===== src/logic/nvc_pkg.sv =====
// package: constants and types for the nonvolatile sram host controller
package nvc_pkg;
  localparam int CLK_MHZ = 40;
  localparam int ADDR_W = 11;
  localparam int DATA_W = 8;
  // software sequence addresses
  localparam logic [10:0] SEQ_A0 = 11'h000;
  localparam logic [10:0] SEQ_A1 = 11'h555;
  localparam logic [10:0] SEQ_A2 = 11'h2AA;
  localparam logic [10:0] SEQ_A3 = 11'h7FF;
  localparam logic [10:0] SEQ_A4 = 11'h0F0;
  localparam logic [10:0] SEQ_STORE = 11'h70F;
  localparam logic [10:0] SEQ_RECALL = 11'h70E;
  localparam logic [10:0] SEQ_TEST = 11'h39C;
  // times as printed
  localparam int T_CE_NS = 25;
  localparam int T_HSB_NS = 250;
  localparam int T_INH_OFF_NS = 700;
  localparam int T_OUT_OFF_NS = 600;
  localparam int T_STORE_MS = 10;
  localparam int T_RECALL_US = 20;
  localparam int T_PWRUP_US = 650;
  // derived cycle counts: minimums round up, waits are full maxima
  localparam int CYC_CE = (T_CE_NS * CLK_MHZ + 999) / 1000;
  localparam int CYC_HSB = (T_HSB_NS * CLK_MHZ + 999) / 1000;
  localparam int CYC_INH_OFF = (T_INH_OFF_NS * CLK_MHZ + 999) / 1000;
  localparam int CYC_OUT_OFF = (T_OUT_OFF_NS * CLK_MHZ + 999) / 1000;
  localparam int CYC_STORE = T_STORE_MS * 1000 * CLK_MHZ;
  localparam int CYC_RECALL = T_RECALL_US * CLK_MHZ;
  localparam int CYC_PWRUP = T_PWRUP_US * CLK_MHZ;
  localparam int CNT_W = 20;
  localparam logic [CNT_W-1:0] CNT_ZERO = 20'h00000;
  localparam logic [CNT_W-1:0] CNT_ONE = 20'h00001;
  localparam logic [2:0] STEP_LAST = 3'h5;
  localparam logic [2:0] STEP_ZERO = 3'h0;
  localparam logic [2:0] STEP_ONE = 3'h1;

  typedef enum logic [2:0] {
    OP_READ, OP_WRITE, OP_SW_STORE, OP_SW_RECALL, OP_HW_STORE
  } op_t;

  typedef struct packed {
    logic [10:0] addr;
    logic [7:0]  wdata;
    op_t         op;
  } req_t;

  typedef struct packed {
    logic       ce_n;
    logic       we_n;
    logic       oe_n;
    logic [10:0] addr_bus;
    logic [7:0] data_out;
    logic       data_oe;
  } pins_t;
endpackage : nvc_pkg


===== src/logic/nvc_host.sv =====
// host controller driving the nonvolatile sram through its pins
// Operation
// write strobe low at select: no read data
// store sequence six reads ending 70F
// recall sequence six reads ending 70E
// write strobe high during all sequence reads
// pin store copies only after writes
// pin low: device floats, then standby
// power-up recall done within 650 us
// inhibit after 1 us, store 10 ms
// accesses resume 700 ns after rise
// hold store pin low 250 ns minimum
// device holds pin low while storing
// store pin only ever driven low
// up to 32 devices share pin
// never issue the 39C test sequence
// output enable ignored by sequence detect
// triggered sequence runs ignoring inputs
// one select pulse per sequence step
// outputs off 600 ns, store/recall times
// select pulse minimum width, address stable
// read: select, oe low, we high
// write: select and we low
// other accesses abort sequence
// software store runs regardless of writes
// abort returns tracker to first step
// written flag gates hardware stores
`timescale 1ns/100ps
`default_nettype none
module nvc_host (
  // clock and reset
  input  wire logic              clk_sys,
  input  wire logic              rst,
  input  wire logic              clk_en,
  // user request
  input  wire logic              req_valid,
  input  wire nvc_pkg::req_t     req,
  output var  logic              req_ready,
  output var  logic              rsp_valid,
  output var  logic [7:0]        rsp_data,
  // device pins
  output var  nvc_pkg::pins_t    pins,
  input  wire logic [7:0]        data_bus_in,
  input  wire logic              hw_store_busy_n_in,
  output var  logic              hw_store_busy_n_out,
  output var  logic              hw_store_busy_n_oe
);
  // ****************************************
  // state
  // ****************************************
  typedef enum logic [2:0] {
    S_PWRUP, S_IDLE, S_SETUP, S_STROBE, S_GAP, S_HSB_LOW, S_HSB_WAIT, S_WAIT
  } st_t;

  typedef struct packed {
    st_t              st;
    nvc_pkg::req_t    cur;
    logic [2:0]       step;
    logic [nvc_pkg::CNT_W-1:0] cnt;
    logic             ready;
    logic             rvalid;
    logic [7:0]       rdata;
    nvc_pkg::pins_t   pins;
    logic             hsb_oe;
  } state_t;

  state_t s;
  state_t next_s;
  logic [10:0] step_addr;

  // sequence address for the current step
  always_comb begin
    unique case (s.step)
      3'h0: step_addr = nvc_pkg::SEQ_A0;
      3'h1: step_addr = nvc_pkg::SEQ_A1;
      3'h2: step_addr = nvc_pkg::SEQ_A2;
      3'h3: step_addr = nvc_pkg::SEQ_A3;
      3'h4: step_addr = nvc_pkg::SEQ_A4;
      default: step_addr = (s.cur.op == nvc_pkg::OP_SW_STORE)
                           ? nvc_pkg::SEQ_STORE : nvc_pkg::SEQ_RECALL;
    endcase
  end

  // ****************************************
  // next state
  // ****************************************
  always_comb begin
    next_s = s;
    next_s.rvalid = 1'b0;
    unique case (s.st)
      S_PWRUP: begin
        if (s.cnt == nvc_pkg::CNT_ZERO) begin
          next_s.st = S_IDLE;
          next_s.ready = 1'b1;
        end else begin
          next_s.cnt = s.cnt - nvc_pkg::CNT_ONE;
        end
      end
      S_IDLE: begin
        if (req_valid) begin
          next_s.cur = req;
          next_s.ready = 1'b0;
          next_s.step = nvc_pkg::STEP_ZERO;
          if (req.op == nvc_pkg::OP_HW_STORE) begin
            next_s.hsb_oe = 1'b1;
            next_s.cnt = nvc_pkg::CNT_W'(nvc_pkg::CYC_HSB);
            next_s.st = S_HSB_LOW;
          end else begin
            next_s.st = S_SETUP;
          end
        end
      end
      S_SETUP: begin
        // address and strobes first, select stays high
        next_s.pins.addr_bus = (s.cur.op == nvc_pkg::OP_READ ||
                                s.cur.op == nvc_pkg::OP_WRITE)
                               ? s.cur.addr : step_addr;
        next_s.pins.we_n = (s.cur.op != nvc_pkg::OP_WRITE);
        next_s.pins.oe_n = (s.cur.op == nvc_pkg::OP_WRITE);
        next_s.pins.data_out = s.cur.wdata;
        next_s.pins.data_oe = (s.cur.op == nvc_pkg::OP_WRITE);
        next_s.cnt = nvc_pkg::CNT_W'(nvc_pkg::CYC_CE);
        next_s.st = S_STROBE;
      end
      S_STROBE: begin
        if (s.pins.ce_n) begin
          // select falls a cycle after the address settled
          next_s.pins.ce_n = 1'b0;
        end else if (s.cnt <= nvc_pkg::CNT_ONE) begin
          next_s.pins.ce_n = 1'b1;
          next_s.pins.we_n = 1'b1;
          next_s.pins.oe_n = 1'b1;
          next_s.pins.data_oe = 1'b0;
          next_s.rdata = data_bus_in;
          next_s.st = S_GAP;
        end else begin
          next_s.cnt = s.cnt - nvc_pkg::CNT_ONE;
        end
      end
      S_GAP: begin
        if (s.cur.op == nvc_pkg::OP_READ || s.cur.op == nvc_pkg::OP_WRITE) begin
          next_s.rvalid = (s.cur.op == nvc_pkg::OP_READ);
          next_s.ready = 1'b1;
          next_s.st = S_IDLE;
        end else if (s.step == nvc_pkg::STEP_LAST) begin
          next_s.cnt = (s.cur.op == nvc_pkg::OP_SW_STORE)
                       ? nvc_pkg::CNT_W'(nvc_pkg::CYC_STORE)
                       : nvc_pkg::CNT_W'(nvc_pkg::CYC_RECALL);
          next_s.st = S_WAIT;
        end else begin
          // no other access between steps
          next_s.step = s.step + nvc_pkg::STEP_ONE;
          next_s.st = S_SETUP;
        end
      end
      S_HSB_LOW: begin
        if (s.cnt <= nvc_pkg::CNT_ONE) begin
          next_s.hsb_oe = 1'b0;
          next_s.cnt = nvc_pkg::CNT_W'(nvc_pkg::CYC_STORE);
          next_s.st = S_HSB_WAIT;
        end else begin
          next_s.cnt = s.cnt - nvc_pkg::CNT_ONE;
        end
      end
      S_HSB_WAIT: begin
        // device holds the line low while storing; bounded by store time
        if (hw_store_busy_n_in || s.cnt == nvc_pkg::CNT_ZERO) begin
          next_s.cnt = nvc_pkg::CNT_W'(nvc_pkg::CYC_INH_OFF);
          next_s.st = S_WAIT;
        end else begin
          next_s.cnt = s.cnt - nvc_pkg::CNT_ONE;
        end
      end
      S_WAIT: begin
        if (s.cnt == nvc_pkg::CNT_ZERO) begin
          next_s.ready = 1'b1;
          next_s.st = S_IDLE;
        end else begin
          next_s.cnt = s.cnt - nvc_pkg::CNT_ONE;
        end
      end
      default: next_s.st = S_IDLE;
    endcase
  end

  // ****************************************
  // registers
  // ****************************************
  always_ff @(posedge clk_sys or posedge rst) begin
    if (rst) begin
      s.st <= S_PWRUP;
      s.cur <= '0;
      s.step <= nvc_pkg::STEP_ZERO;
      s.cnt <= nvc_pkg::CNT_W'(nvc_pkg::CYC_PWRUP);
      s.ready <= 1'b0;
      s.rvalid <= 1'b0;
      s.rdata <= 8'h00;
      s.pins <= '{ce_n: 1'b1, we_n: 1'b1, oe_n: 1'b1, addr_bus: 11'h000,
                  data_out: 8'h00, data_oe: 1'b0};
      s.hsb_oe <= 1'b0;
    end else if (clk_en) begin
      s <= next_s;
    end
  end

  assign req_ready = s.ready;
  assign rsp_valid = s.rvalid;
  assign rsp_data = s.rdata;
  assign pins = s.pins;
  assign hw_store_busy_n_out = 1'b0;
  assign hw_store_busy_n_oe = s.hsb_oe;

  // ****************************************
  // assertions
  // ****************************************
  property p_we_high_seq;
    @(posedge clk_sys) disable iff (rst)
      (!s.pins.ce_n && (s.cur.op == nvc_pkg::OP_SW_STORE ||
        s.cur.op == nvc_pkg::OP_SW_RECALL)) |-> s.pins.we_n;
  endproperty
  a_we_high_seq: assert property (p_we_high_seq) else $error("we low in sequence");

  property p_last_store;
    @(posedge clk_sys) disable iff (rst)
      (!s.pins.ce_n && s.step == nvc_pkg::STEP_LAST &&
       s.cur.op == nvc_pkg::OP_SW_STORE) |-> s.pins.addr_bus == nvc_pkg::SEQ_STORE;
  endproperty
  a_last_store: assert property (p_last_store) else $error("bad store end");

  property p_last_recall;
    @(posedge clk_sys) disable iff (rst)
      (!s.pins.ce_n && s.step == nvc_pkg::STEP_LAST &&
       s.cur.op == nvc_pkg::OP_SW_RECALL) |-> s.pins.addr_bus == nvc_pkg::SEQ_RECALL;
  endproperty
  a_last_recall: assert property (p_last_recall) else $error("bad recall end");

  property p_no_test;
    @(posedge clk_sys) disable iff (rst)
      !s.pins.ce_n && s.step == nvc_pkg::STEP_LAST |-> s.pins.addr_bus != nvc_pkg::SEQ_TEST;
  endproperty
  a_no_test: assert property (p_no_test) else $error("test sequence issued");

  property p_hsb_width;
    @(posedge clk_sys) disable iff (rst)
      $rose(hw_store_busy_n_oe) |-> hw_store_busy_n_oe [*8]
        ##1 hw_store_busy_n_oe ##1 hw_store_busy_n_oe;
  endproperty
  a_hsb_width: assert property (p_hsb_width) else $error("store pulse short");

  property p_hsb_low_only;
    @(posedge clk_sys) disable iff (rst)
      hw_store_busy_n_oe |-> !hw_store_busy_n_out;
  endproperty
  a_hsb_low_only: assert property (p_hsb_low_only) else $error("store pin driven high");

  property p_ce_width;
    @(posedge clk_sys) disable iff (rst)
      $fell(s.pins.ce_n) |-> s.st == S_STROBE &&
        s.cnt == nvc_pkg::CNT_W'(nvc_pkg::CYC_CE);
  endproperty
  a_ce_width: assert property (p_ce_width) else $error("select pulse short");

  property p_addr_stable;
    @(posedge clk_sys) disable iff (rst)
      !s.pins.ce_n |-> $stable(s.pins.addr_bus);
  endproperty
  a_addr_stable: assert property (p_addr_stable) else $error("address moved");

  property p_no_drive_read;
    @(posedge clk_sys) disable iff (rst)
      s.pins.data_oe |-> !s.pins.we_n;
  endproperty
  a_no_drive_read: assert property (p_no_drive_read) else $error("data driven on read");

  c_store: cover property (@(posedge clk_sys) s.st == S_WAIT &&
                           s.cur.op == nvc_pkg::OP_SW_STORE);
  c_recall: cover property (@(posedge clk_sys) s.st == S_WAIT &&
                            s.cur.op == nvc_pkg::OP_SW_RECALL);
  c_hw: cover property (@(posedge clk_sys) s.st == S_HSB_WAIT);
  c_read: cover property (@(posedge clk_sys) rsp_valid);
endmodule : nvc_host
`default_nettype wire


===== config.mk =====
export PLATFORM = sky130hd
export DESIGN_NAME = nvc_host
export DESIGN_NICKNAME = d
export VERILOG_FILES = /design/src/logic/nvc_pkg.sv /design/src/logic/nvc_host.sv
export SDC_FILE = /design/constraint.sdc
export NUM_CORES = 1
export LEC_CHECK = 0
export BUFFER_PORTS_ARGS = -buffer_cell sky130_fd_sc_hd__buf_2
export CORE_ASPECT_RATIO = 1.25
export CORE_MARGIN = 3
export CORE_UTILIZATION = 45
export CTS_BUF_LIST = sky130_fd_sc_hd__clkbuf_4
export DETAILED_ROUTE_END_ITERATION = 8
export GPL_TIMING_DRIVEN = 0
export HOLD_SLACK_MARGIN = 0.15
export PLACE_DENSITY = 0.71
export SYNTH_ARGS = -nofsm -noshare
export SYNTH_HDL_FRONTEND = slang
export SYNTH_SLANG_ARGS = --single-unit

===== constraint.sdc =====
create_clock -name clk_sys -period 7.3 [get_ports clk_sys]
set_input_delay 1.46 -clock clk_sys [delete_from_list [all_inputs] [get_ports clk_sys]]
set_output_delay 1.46 -clock clk_sys [all_outputs]
set_load 0.02 [all_outputs]

==> flow_summary.ini, run 1 <==
[run]
cap_violations = 0

[critical_path]
reg2reg_from = s[34]
crit_start = req[1]
end_kind = register
start_kind = input port
arrival_ns = 3.75
cp.required_ns = 7.65
crit_fanout = 10
path_class = in -> reg

[sta]
rsz0062_at_grt = false
relSlewSlack_pct = 18.00
worst_pin_slew_ns = 1.219
final_hold_viol_count = 0
fin_hold_ws_ns = 0.5150
fin_crit_sh_pct = 46.62
finalClockSkew_ns = 0.01549
max_freq_mhz = 293.8
layout_setup_ws_ns = 3.897
tns_ns = 0
finalSetupViolCount = 0
finalCriticalPeriod_ns = 3.403
slew_violations = 0

[placed_design]
gp_congestion = 0.8923
io_buffers = 67
hpwl_um = 8020
pre_cts_slack_ns = 3.412

[power]
powerDensity_nw_per_um2 = 398.2
p_leak_nw = 2.445
ir_drop_uv = 303.1

[grt]
antenna_found_initial = 0
track_usage_pct = 19.83
grt_max_degree = 75
grt_pass1_wl_um = 18870
gr-total-overflow = 0
grt_pass1_vias = 3957

[route]
drc = 0
avgViaCountPerCell = 5.621
avgRoutedWirePerCell_um = 16.21
routed_wl_um = 10870
first_pass_iters = 4
drtAntennaViolNets = 0
num_vias = 3772
drtIter0Drc = 241

[die]
core_area_um2 = 9809
rows = 40
pin_count = 70
die_area_um2 = 11550
die_y_um = 119.4
start_util_pct = 47.19
die_w_um = 96.72

[finish]
syn2layout_area_growth_pct = 14.35
nNetsFinal = 582
drive_gt1_share_pct = 35.23
fillers = 920
n_antenna_cell = 0

[worst_hold_path]
hold_path_class = reg -> reg
holdCritStartpoint = s[77]

[logic_synthesis]
syn_nets = 503
synth.yosys.seq_area_share_pct = 44.57
yosysWarnings = 0
ys_ff_latch = 82
syn_area_per_cell_um2 = 10.04
ys_async_sr_fraction_pct = 100.0
synthDistinctLibCells = 74
syn_inst = 461
syn_area_um2 = 4629
synth_edf_count = 0
synth_ff_type = dfrtp_1

[clock_tree]
cts_resized = 0
cts_tree = done
clk_path_buf_depth = 2
clock_latency_ns = 0.45
cts_max_level = 3
root_buffer = clkbuf_4
post_cts_buffers = 0
numCtsBuffers = 9
cts_sinks = 82
clk_pin_slew_ns = 0.14
holdBufCountCts = 0

[run_status]
status = finished, final reports clean
==> final timing paths <==
check	end	slack, ns	cells after the start
max reg2reg	s[34]	4.18	9
max in group asynchronous	pins[20]	5.78	3
min	s[77]	0.51	1
max	s[39]	3.90	8
min reg2reg	s[77]	0.51	1
min in group asynchronous	s[62]	0.88	2
==> layout by cell type (no fill, tap or decap), types with 7 or more instances in the layout <==
cell type / n
nor2_1: 34
inv_1: 16
buf_4: 33
nor3_1: 13
ha_1: 7
clkbuf_4: 10
o21ai_0: 22
buf_2: 71
dfrtp_1: 73
a21oi_1: 32
dfstp_2: 9
nand2_1: 41
clkbuf_1: 9
mux2_2: 40
nand3_1: 10
==> final cells by class <==
class                           instances  area [um2]  share of cell area [%]
Buffer                                 50       340.3                   6.429
Tap cell                              126       157.7                   2.978
Clock inverter                          6       66.31                   1.253
Timing Repair Buffer                   68       362.8                   6.854
Sequential cell                        82        2063                   38.97
Inverter                               17       66.31                   1.253
Clock buffer                           10       75.07                   1.418
Multi-Input combinational cell        312        2162                   40.84
==> kinds of logic after synthesis <==
group	share of synthesized area, %
AOI/OAI and AO/OA	17.22
and+or+nand+nor	16.78
muxes	10.73
adders and majority gates	1.892
DFF	44.57
other	0.08100
buffers and inverters	8.730
==> stage by stage <==
| stage | instance area, um2 | instances | utilization [%] | power (mW) |
|---|---|---|---|---|
| after floorplan | 4629 | 461 | - | 1.556 |
| after detailed placement | 5152 | 655 | 52.53 | 1.836 |
| after global routing | 5294 | 671 | 53.97 | 2.274 |
| final | 5294 | 671 | 53.97 | 2.108 |
| after global placement | 5122 | 654 | 52.22 | 1.801 |
| after CTS | 5294 | 671 | 53.97 | 2.112 |
==> Yosys cell counts, types with 3 or more instances <==
master | count | area, um2
a21oi_1 | 32 | 160.2
a22o_1 | 4 | 35.03
a31oi_1 | 6 | 37.54
a41oi_1 | 4 | 35.03
and2_1 | 5 | 31.28
buf_2 | 4 | 20.02
buf_4 | 33 | 247.7
buf_6 | 3 | 33.78
clkbuf_1 | 9 | 33.78
dfrtp_1 | 73 | 1827
dfstp_2 | 9 | 236.5
ha_1 | 7 | 87.58
inv_1 | 17 | 63.81
mux2_2 | 40 | 450.4
nand2_1 | 41 | 153.9
nand2b_1 | 3 | 18.77
nand3_1 | 10 | 50.05
nand4_1 | 3 | 18.77
nor2_1 | 34 | 127.6
nor2b_1 | 3 | 18.77
nor3_1 | 13 | 65.06
nor3b_1 | 3 | 22.52
nor4_1 | 4 | 25.02
o21ai_0 | 22 | 110.1
o21ai_1 | 5 | 25.02
o221ai_1 | 3 | 26.28
o22a_1 | 3 | 26.28
o2bb2ai_1 | 4 | 35.03
o32a_1 | 3 | 30.03
or3_1 | 4 | 25.02
==> metal layers <==
metal  up-vias  track usage (%)  routed length [um]
met1      1844            23.45                4541
met2       104            34.59                5504
met5         -                0                   0
met4         0            9.482                 290
li1       1803                -                   -
met3        21            3.632                 538
==> registers in the layout (all words and copies together), names as in the netlist <==
register,cells
s,48
pins,23
rsp_data,8
hw_store_busy_n_oe,1
req_ready,1
rsp_valid,1
==> worst max-delay path, stage by stage <==
cell and delay (ns):
buf_2 0.10, or3b_1 0.43, a22oi_1 0.23, nand3_1 0.18, nor3_2 0.53, clkbuf_1 0.45, o21ai_0 0.16, a22o_1 0.21
==> power breakdown <==
group / total (mW) / internal (mW) / switching [mW]
logic: 1.07 / 0.446 / 0.629
clock network: 0.274 / 0.109 / 0.165
registers: 0.760 / 0.633 / 0.127
(Power assumes the default switching activity.)
==> inputs of run 2 (changes only) <==
PLACE_DENSITY = 0.74   (was 0.71)
clock period = 3.1 ns   (was 7.3 ns; I/O delays follow)
==> run 2 against run 1 <==
Flip-flop and latch count is the same. Routed wire length grew 0.59%. Die area is the same. Sequential power grew 140%. Clock-buffer cell count shrank 1. Core utilization grew 0.089 points. Critical endpoint unchanged.
==> flow_summary.ini, run 2 (same netlist as run 1, synthesis figures left out) <==
[clock_tree]
cts_max_level = 3
clk_path_buf_depth = 2
root_buffer = clkbuf_4
numCtsBuffers = 9
cts_tree = done
clock_latency_ns = 0.46
clk_pin_slew_ns = 0.16
post_cts_buffers = 0
cts_sinks = 82

[sta]
worst_pin_slew_ns = 1.241
relSlewSlack_pct = 16.47
finalClockSkew_ns = 0.01889
finalSetupViolCount = 0
tns_ns = 0
finalCriticalPeriod_ns = 2.881
fin_crit_sh_pct = 92.94
max_freq_mhz = 347.1
slew_violations = 0
rsz0062_at_grt = false
final_hold_viol_count = 0

[grt]
antenna_found_initial = 0
grt_pass1_vias = 3807
grt_max_degree = 57
grt_util_met2_pct = 33.07
grt-busiest-layer = met2
grtUsageMet3_pct = 4.218
grt_pass1_wl_um = 18160
met1_usage_pct = 23.05
track_usage_pct = 19.20
gr-total-overflow = 0

[placed_design]
dp.cells = 655
hpwl_um = 8236
gp_congestion = 0.8780
post_dp_cell_area_um2 = 5152
io_buffers = 67

[finish]
largest_reg_flops = 48
post-route-util_pct = 54.06
postLayoutCellArea_um2 = 5303
nNetsFinal = 583
syn2layout_area_growth_pct = 14.54
n_antenna_cell = 0
layout_common_cells = dfrtp_1 (73), buf_2 (71), nand2_1 (41), mux2_2 (40), nor2_1 (34)
final_common_cell = dfrtp_1
fin_cells = 672
drive_gt1_share_pct = 35.35
regMostFlops = s

[critical_path]
rr_endpoint = s[39]
crit_start = s[55]
reg2reg_from = s[55]
endpoint = s[39]
cp.required_ns = 3.46
arrival_ns = 3.24
regToRegSetupSlack_ns = 0.22
path_class = reg -> reg
crit_fanout = 10
rr_worst_depth = 9
end_kind = register
start_kind = register

[die]
pin_count = 70
die_y_um = 119.4
rows = 40
die_area_um2 = 11550
die_w_um = 96.72
core_area_um2 = 9809
start_util_pct = 47.19

[power]
powerDensity_nw_per_um2 = 936.3
p_leak_nw = 2.456
p_total_mw = 4.965
ir_drop_uv = 516.1

[run_status]
status = finished, final reports clean

[route]
routed_wl_um = 10940
drc = 0
avgRoutedWirePerCell_um = 16.28
num_vias = 3819
avgViaCountPerCell = 5.683
drtIter0Drc = 250
first_pass_iters = 5
drtAntennaViolNets = 0

[run]
cap_violations = 0

[worst_hold_path]
hold_path_class = in -> reg
holdCritStartpoint = req[16]
## run 2: cell count changes in the layout (fill, tap and decap cells not counted), sizes merged
cell,change
dlygate4sd3,+1
clkbuf,-1
clkinvlp,-2
bufinv,-1
inv,+4
## run 2: critical path: stages, from the launching register on
cell,delay (ns)
dfrtp_1,0.46
inv_1,0.10
ha_1,0.26
o211ai_1,0.17
a22oi_1,0.22
nand3_1,0.20
nor3_2,0.54
clkbuf_1,0.45
o21ai_0,0.17
a22o_1,0.21
## run 2: cell type report
| class | instances | area (um2) |
|---|---|---|
| sequential | 82 | 2063 |
| tap | 126 | 157.7 |
| clock inverter | 7 | 67.56 |
| inverter | 17 | 66.31 |
| clock buffer | 9 | 67.56 |
| buffer | 50 | 340.3 |
| multi-input combinational | 312 | 2167 |
| timing repair buffer | 69 | 372.9 |
| fill | 939 | 4507 |
## run 2: worst min path at each step
stage	endpoint	slack, ns	cells past startpoint
floorplan	s[43]	0.47	2
global placement	req_ready	0.48	2
detailed placement	s[71]	0.49	1
CTS	rsp_data[0]	0.35	2
global route	s[74]	0.35	2
finish	s[73]	0.37	2
## run 2: metal layers
metal | part of all wire, % | up-vias | wire, um
met1 | 41 | 1845 | 4533
met3 | 5.8 | 24 | 635
met4 | 2.3 | 0 | 249
met2 | 50 | 148 | 5519
li1 | - | 1802 | -
met5 | 0 | - | 0
## run 2: power breakdown
| part | switching (mW) | internal, mW | total, mW |
|---|---|---|---|
| Combinational | 1.48 | 1.05 | 2.53 |
| Clock | 0.438 | 0.188 | 0.626 |
| Sequential | 0.316 | 1.49 | 1.81 |
| Total | 2.23 | 2.73 | 4.96 |
## run 2: per-stage QoR
step	worst slack, ns	hold slack [ns]
6_report	0.2187	0.3718
5_1_grt	0.06148	0.3454
4_1_cts	0.08899	0.3529
3_5_place_dp	0.09283	0.4866
3_3_place_gp	-0.5329	0.4755
2_1_floorplan	0.3865	0.4661
## run 2: what timing repair did
action / CTS / global route
endpoints found under the hold margin: 20 / 0
gates resized for setup: 0 / 1
hold buffers: 1 / 0
endpoints found under the setup margin: 0 / 22
==> inputs of run 3 (changes only) <==
CORE_UTILIZATION = 49   (was 45)
PLACE_DENSITY = 0.79   (was 0.74)
==> run 3 against run 2 <==
Via count up 0.55%. Die area down 7.7%. Highest routed layer unchanged. Combinational power about the same. Flip-flop and latch count unchanged. Largest power group unchanged. Final cell count down 0.45%. Total power up 2.8%. Final area up 0.90%. Global-route usage up 1.7 points.
==> flow_summary.ini, run 3 (same netlist as run 1, synthesis figures left out) <==
[run_status]
status = finished, final reports clean

[placed_design]
dp.cells = 652
post_dp_cell_area_um2 = 5149
io_buffers = 67
gp_congestion = 0.9368
pre_cts_slack_ns = 0.1144
hpwl_um = 7949

[grt]
track_usage_pct = 20.89
grt_pass1_wl_um = 17950
antenna_found_initial = 0
grt_pass1_vias = 3822
grt_max_degree = 58
grt-busiest-layer = met2
met1_usage_pct = 24.97
gr-total-overflow = 0
grt_util_met2_pct = 36.42
grtUsageMet3_pct = 4.799

[clock_tree]
numCtsBuffers = 9
cts_sinks = 82
clk_pin_slew_ns = 0.16
cts_max_level = 3
clk_path_buf_depth = 2
root_buffer = clkbuf_4
cts_tree = done
clock_latency_ns = 0.46
post_cts_buffers = 0

[die]
die_area_um2 = 10660
start_util_pct = 50.46
pin_count = 70
rows = 39
core_area_um2 = 9174
die_w_um = 92.94
die_y_um = 114.7

[critical_path]
cp.required_ns = 3.46
path_class = reg -> reg
cp_slowest_cell = dfrtp_1
arrival_ns = 3.10
start_kind = register
crit_fanout = 10
end_kind = register
crit_chain = inv_1 -> ha_1 -> nor3b_2 -> and4b_1 -> a311o_1 -> and3_2 -> buf_6 -> o21ai_1 -> a32o_1
cpPeakStageDelay_ns = 0.43

[worst_hold_path]
hold_path_class = in -> reg

[sta]
layout_setup_ws_ns = 0.3589
finalClockSkew_ns = 0.02215
relSlewSlack_pct = 29.88
final_hold_viol_count = 0
fin_hold_ws_ns = 0.3713
tns_ns = 0
rsz0062_at_grt = false
finalSetupViolCount = 0
slew_violations = 0
worst_pin_slew_ns = 1.042
finalCriticalPeriod_ns = 2.741
max_freq_mhz = 364.8
fin_crit_sh_pct = 88.42

[power]
p_seq_share_pct = 35.4
powerDensity_nw_per_um2 = 953.7
p_leak_nw = 2.478
clockPowerShare_pct = 14.8
power_frac_comb_pct = 49.9
ir_drop_uv = 590.2
p_sw_mw = 2.214
internal_power_mw = 2.889
netSwitchingFraction_pct = 43.38

[route]
avgViaCountPerCell = 5.740
routed_wl_um = 10580
first_pass_iters = 5
drtAntennaViolNets = 0
drc = 0
avgRoutedWirePerCell_um = 15.81
num_vias = 3840
drtIter0Drc = 242

[finish]
postLayoutCellArea_um2 = 5350
syn2layout_area_growth_pct = 15.57
final_common_cell = dfrtp_1
fin_cells = 669
layout_common_cells = dfrtp_1 (73), buf_2 (71), nand2_1 (41), mux2_2 (40), nor2_1 (34)
n_antenna_cell = 0
drive_gt1_share_pct = 35.53
regMostFlops = s
nNetsFinal = 583
largest_reg_flops = 48

[run]
cap_violations = 0
run 3: changes by cell type in the layout (fill, tap and decap cells not counted):
| cell | delta |
|---|---|
| bufinv_16 | +2 |
| clkinvlp_4 | -1 |
| inv_6 | +1 |
| inv_8 | -2 |
| nor3_2 | -1 |
| nor3_4 | +1 |
| nor4_1 | -1 |
| nor4_2 | +1 |
run 3: what timing repair did:
item / in CTS / in global routing
hold buffers: 1 / 0
setup endpoints to repair: 0 / 19
endpoints found under the hold margin: 17 / 0
resized for setup: 0 / 3
run 3: final timing paths:
check                      slack (ns)            from           to  depth (start not counted)
max in group asynchronous        1.77             rst        s[38]                          4
hold reg to reg                  0.52           s[68]        s[68]                          1
setup / recovery                 0.36           s[34]        s[40]                          9
setup reg to reg                 0.36           s[34]        s[40]                          9
min in group asynchronous        0.67             rst  rsp_data[2]                          3
hold / removal                   0.37  data_bus_in[0]  rsp_data[0]                          2
run 3: area by class of cell:
type / instances / area (um2)
Fill cell: 786 / 3824
Multi-Input combinational cell: 312 / 2180
Sequential cell: 82 / 2063
Timing Repair Buffer: 69 / 372.9
Buffer: 50 / 340.3
Tap cell: 123 / 153.9
Clock inverter: 7 / 106.4
Clock buffer: 9 / 67.56
Inverter: 17 / 66.31
run 3: worst max-delay path: cells and delay by family, from the launching register on:
family	cells	cell delay, ns
AOI/OAI and AO/OA	3	0.55
buffers and inverters	2	0.31
and+or+nand+nor	3	1.07
adders and majority gates	1	0.28
DFF	1	0.43
run 3: metal layers:
layer  share of wire, %  up-vias  wire length (um)
met2                 52      177              5488
met1                 39     1826              4125
met5                  0        -                 0
met3                7.0       24               744
met4                2.1        0               220
li1                   -     1813                 -
run 3: power groups by stage:
stage               clock [mW]  combinational [mW]  sequential [mW]
floorplan                    0                1.92             1.74
global placement             0                2.42             1.79
detailed placement           0                2.50             1.82
CTS                      0.765                2.52             1.80
global route             0.815                2.79             1.87
finish                   0.753                2.54             1.80
run 3: per-stage QoR:
step           util (%)  power [mW]
3_3_place_gp      55.80       4.211
6_report          58.32       5.102
2_1_floorplan         -       3.663
3_5_place_dp      56.12       4.326
4_1_cts           58.13       5.082
5_1_grt           58.32       5.474
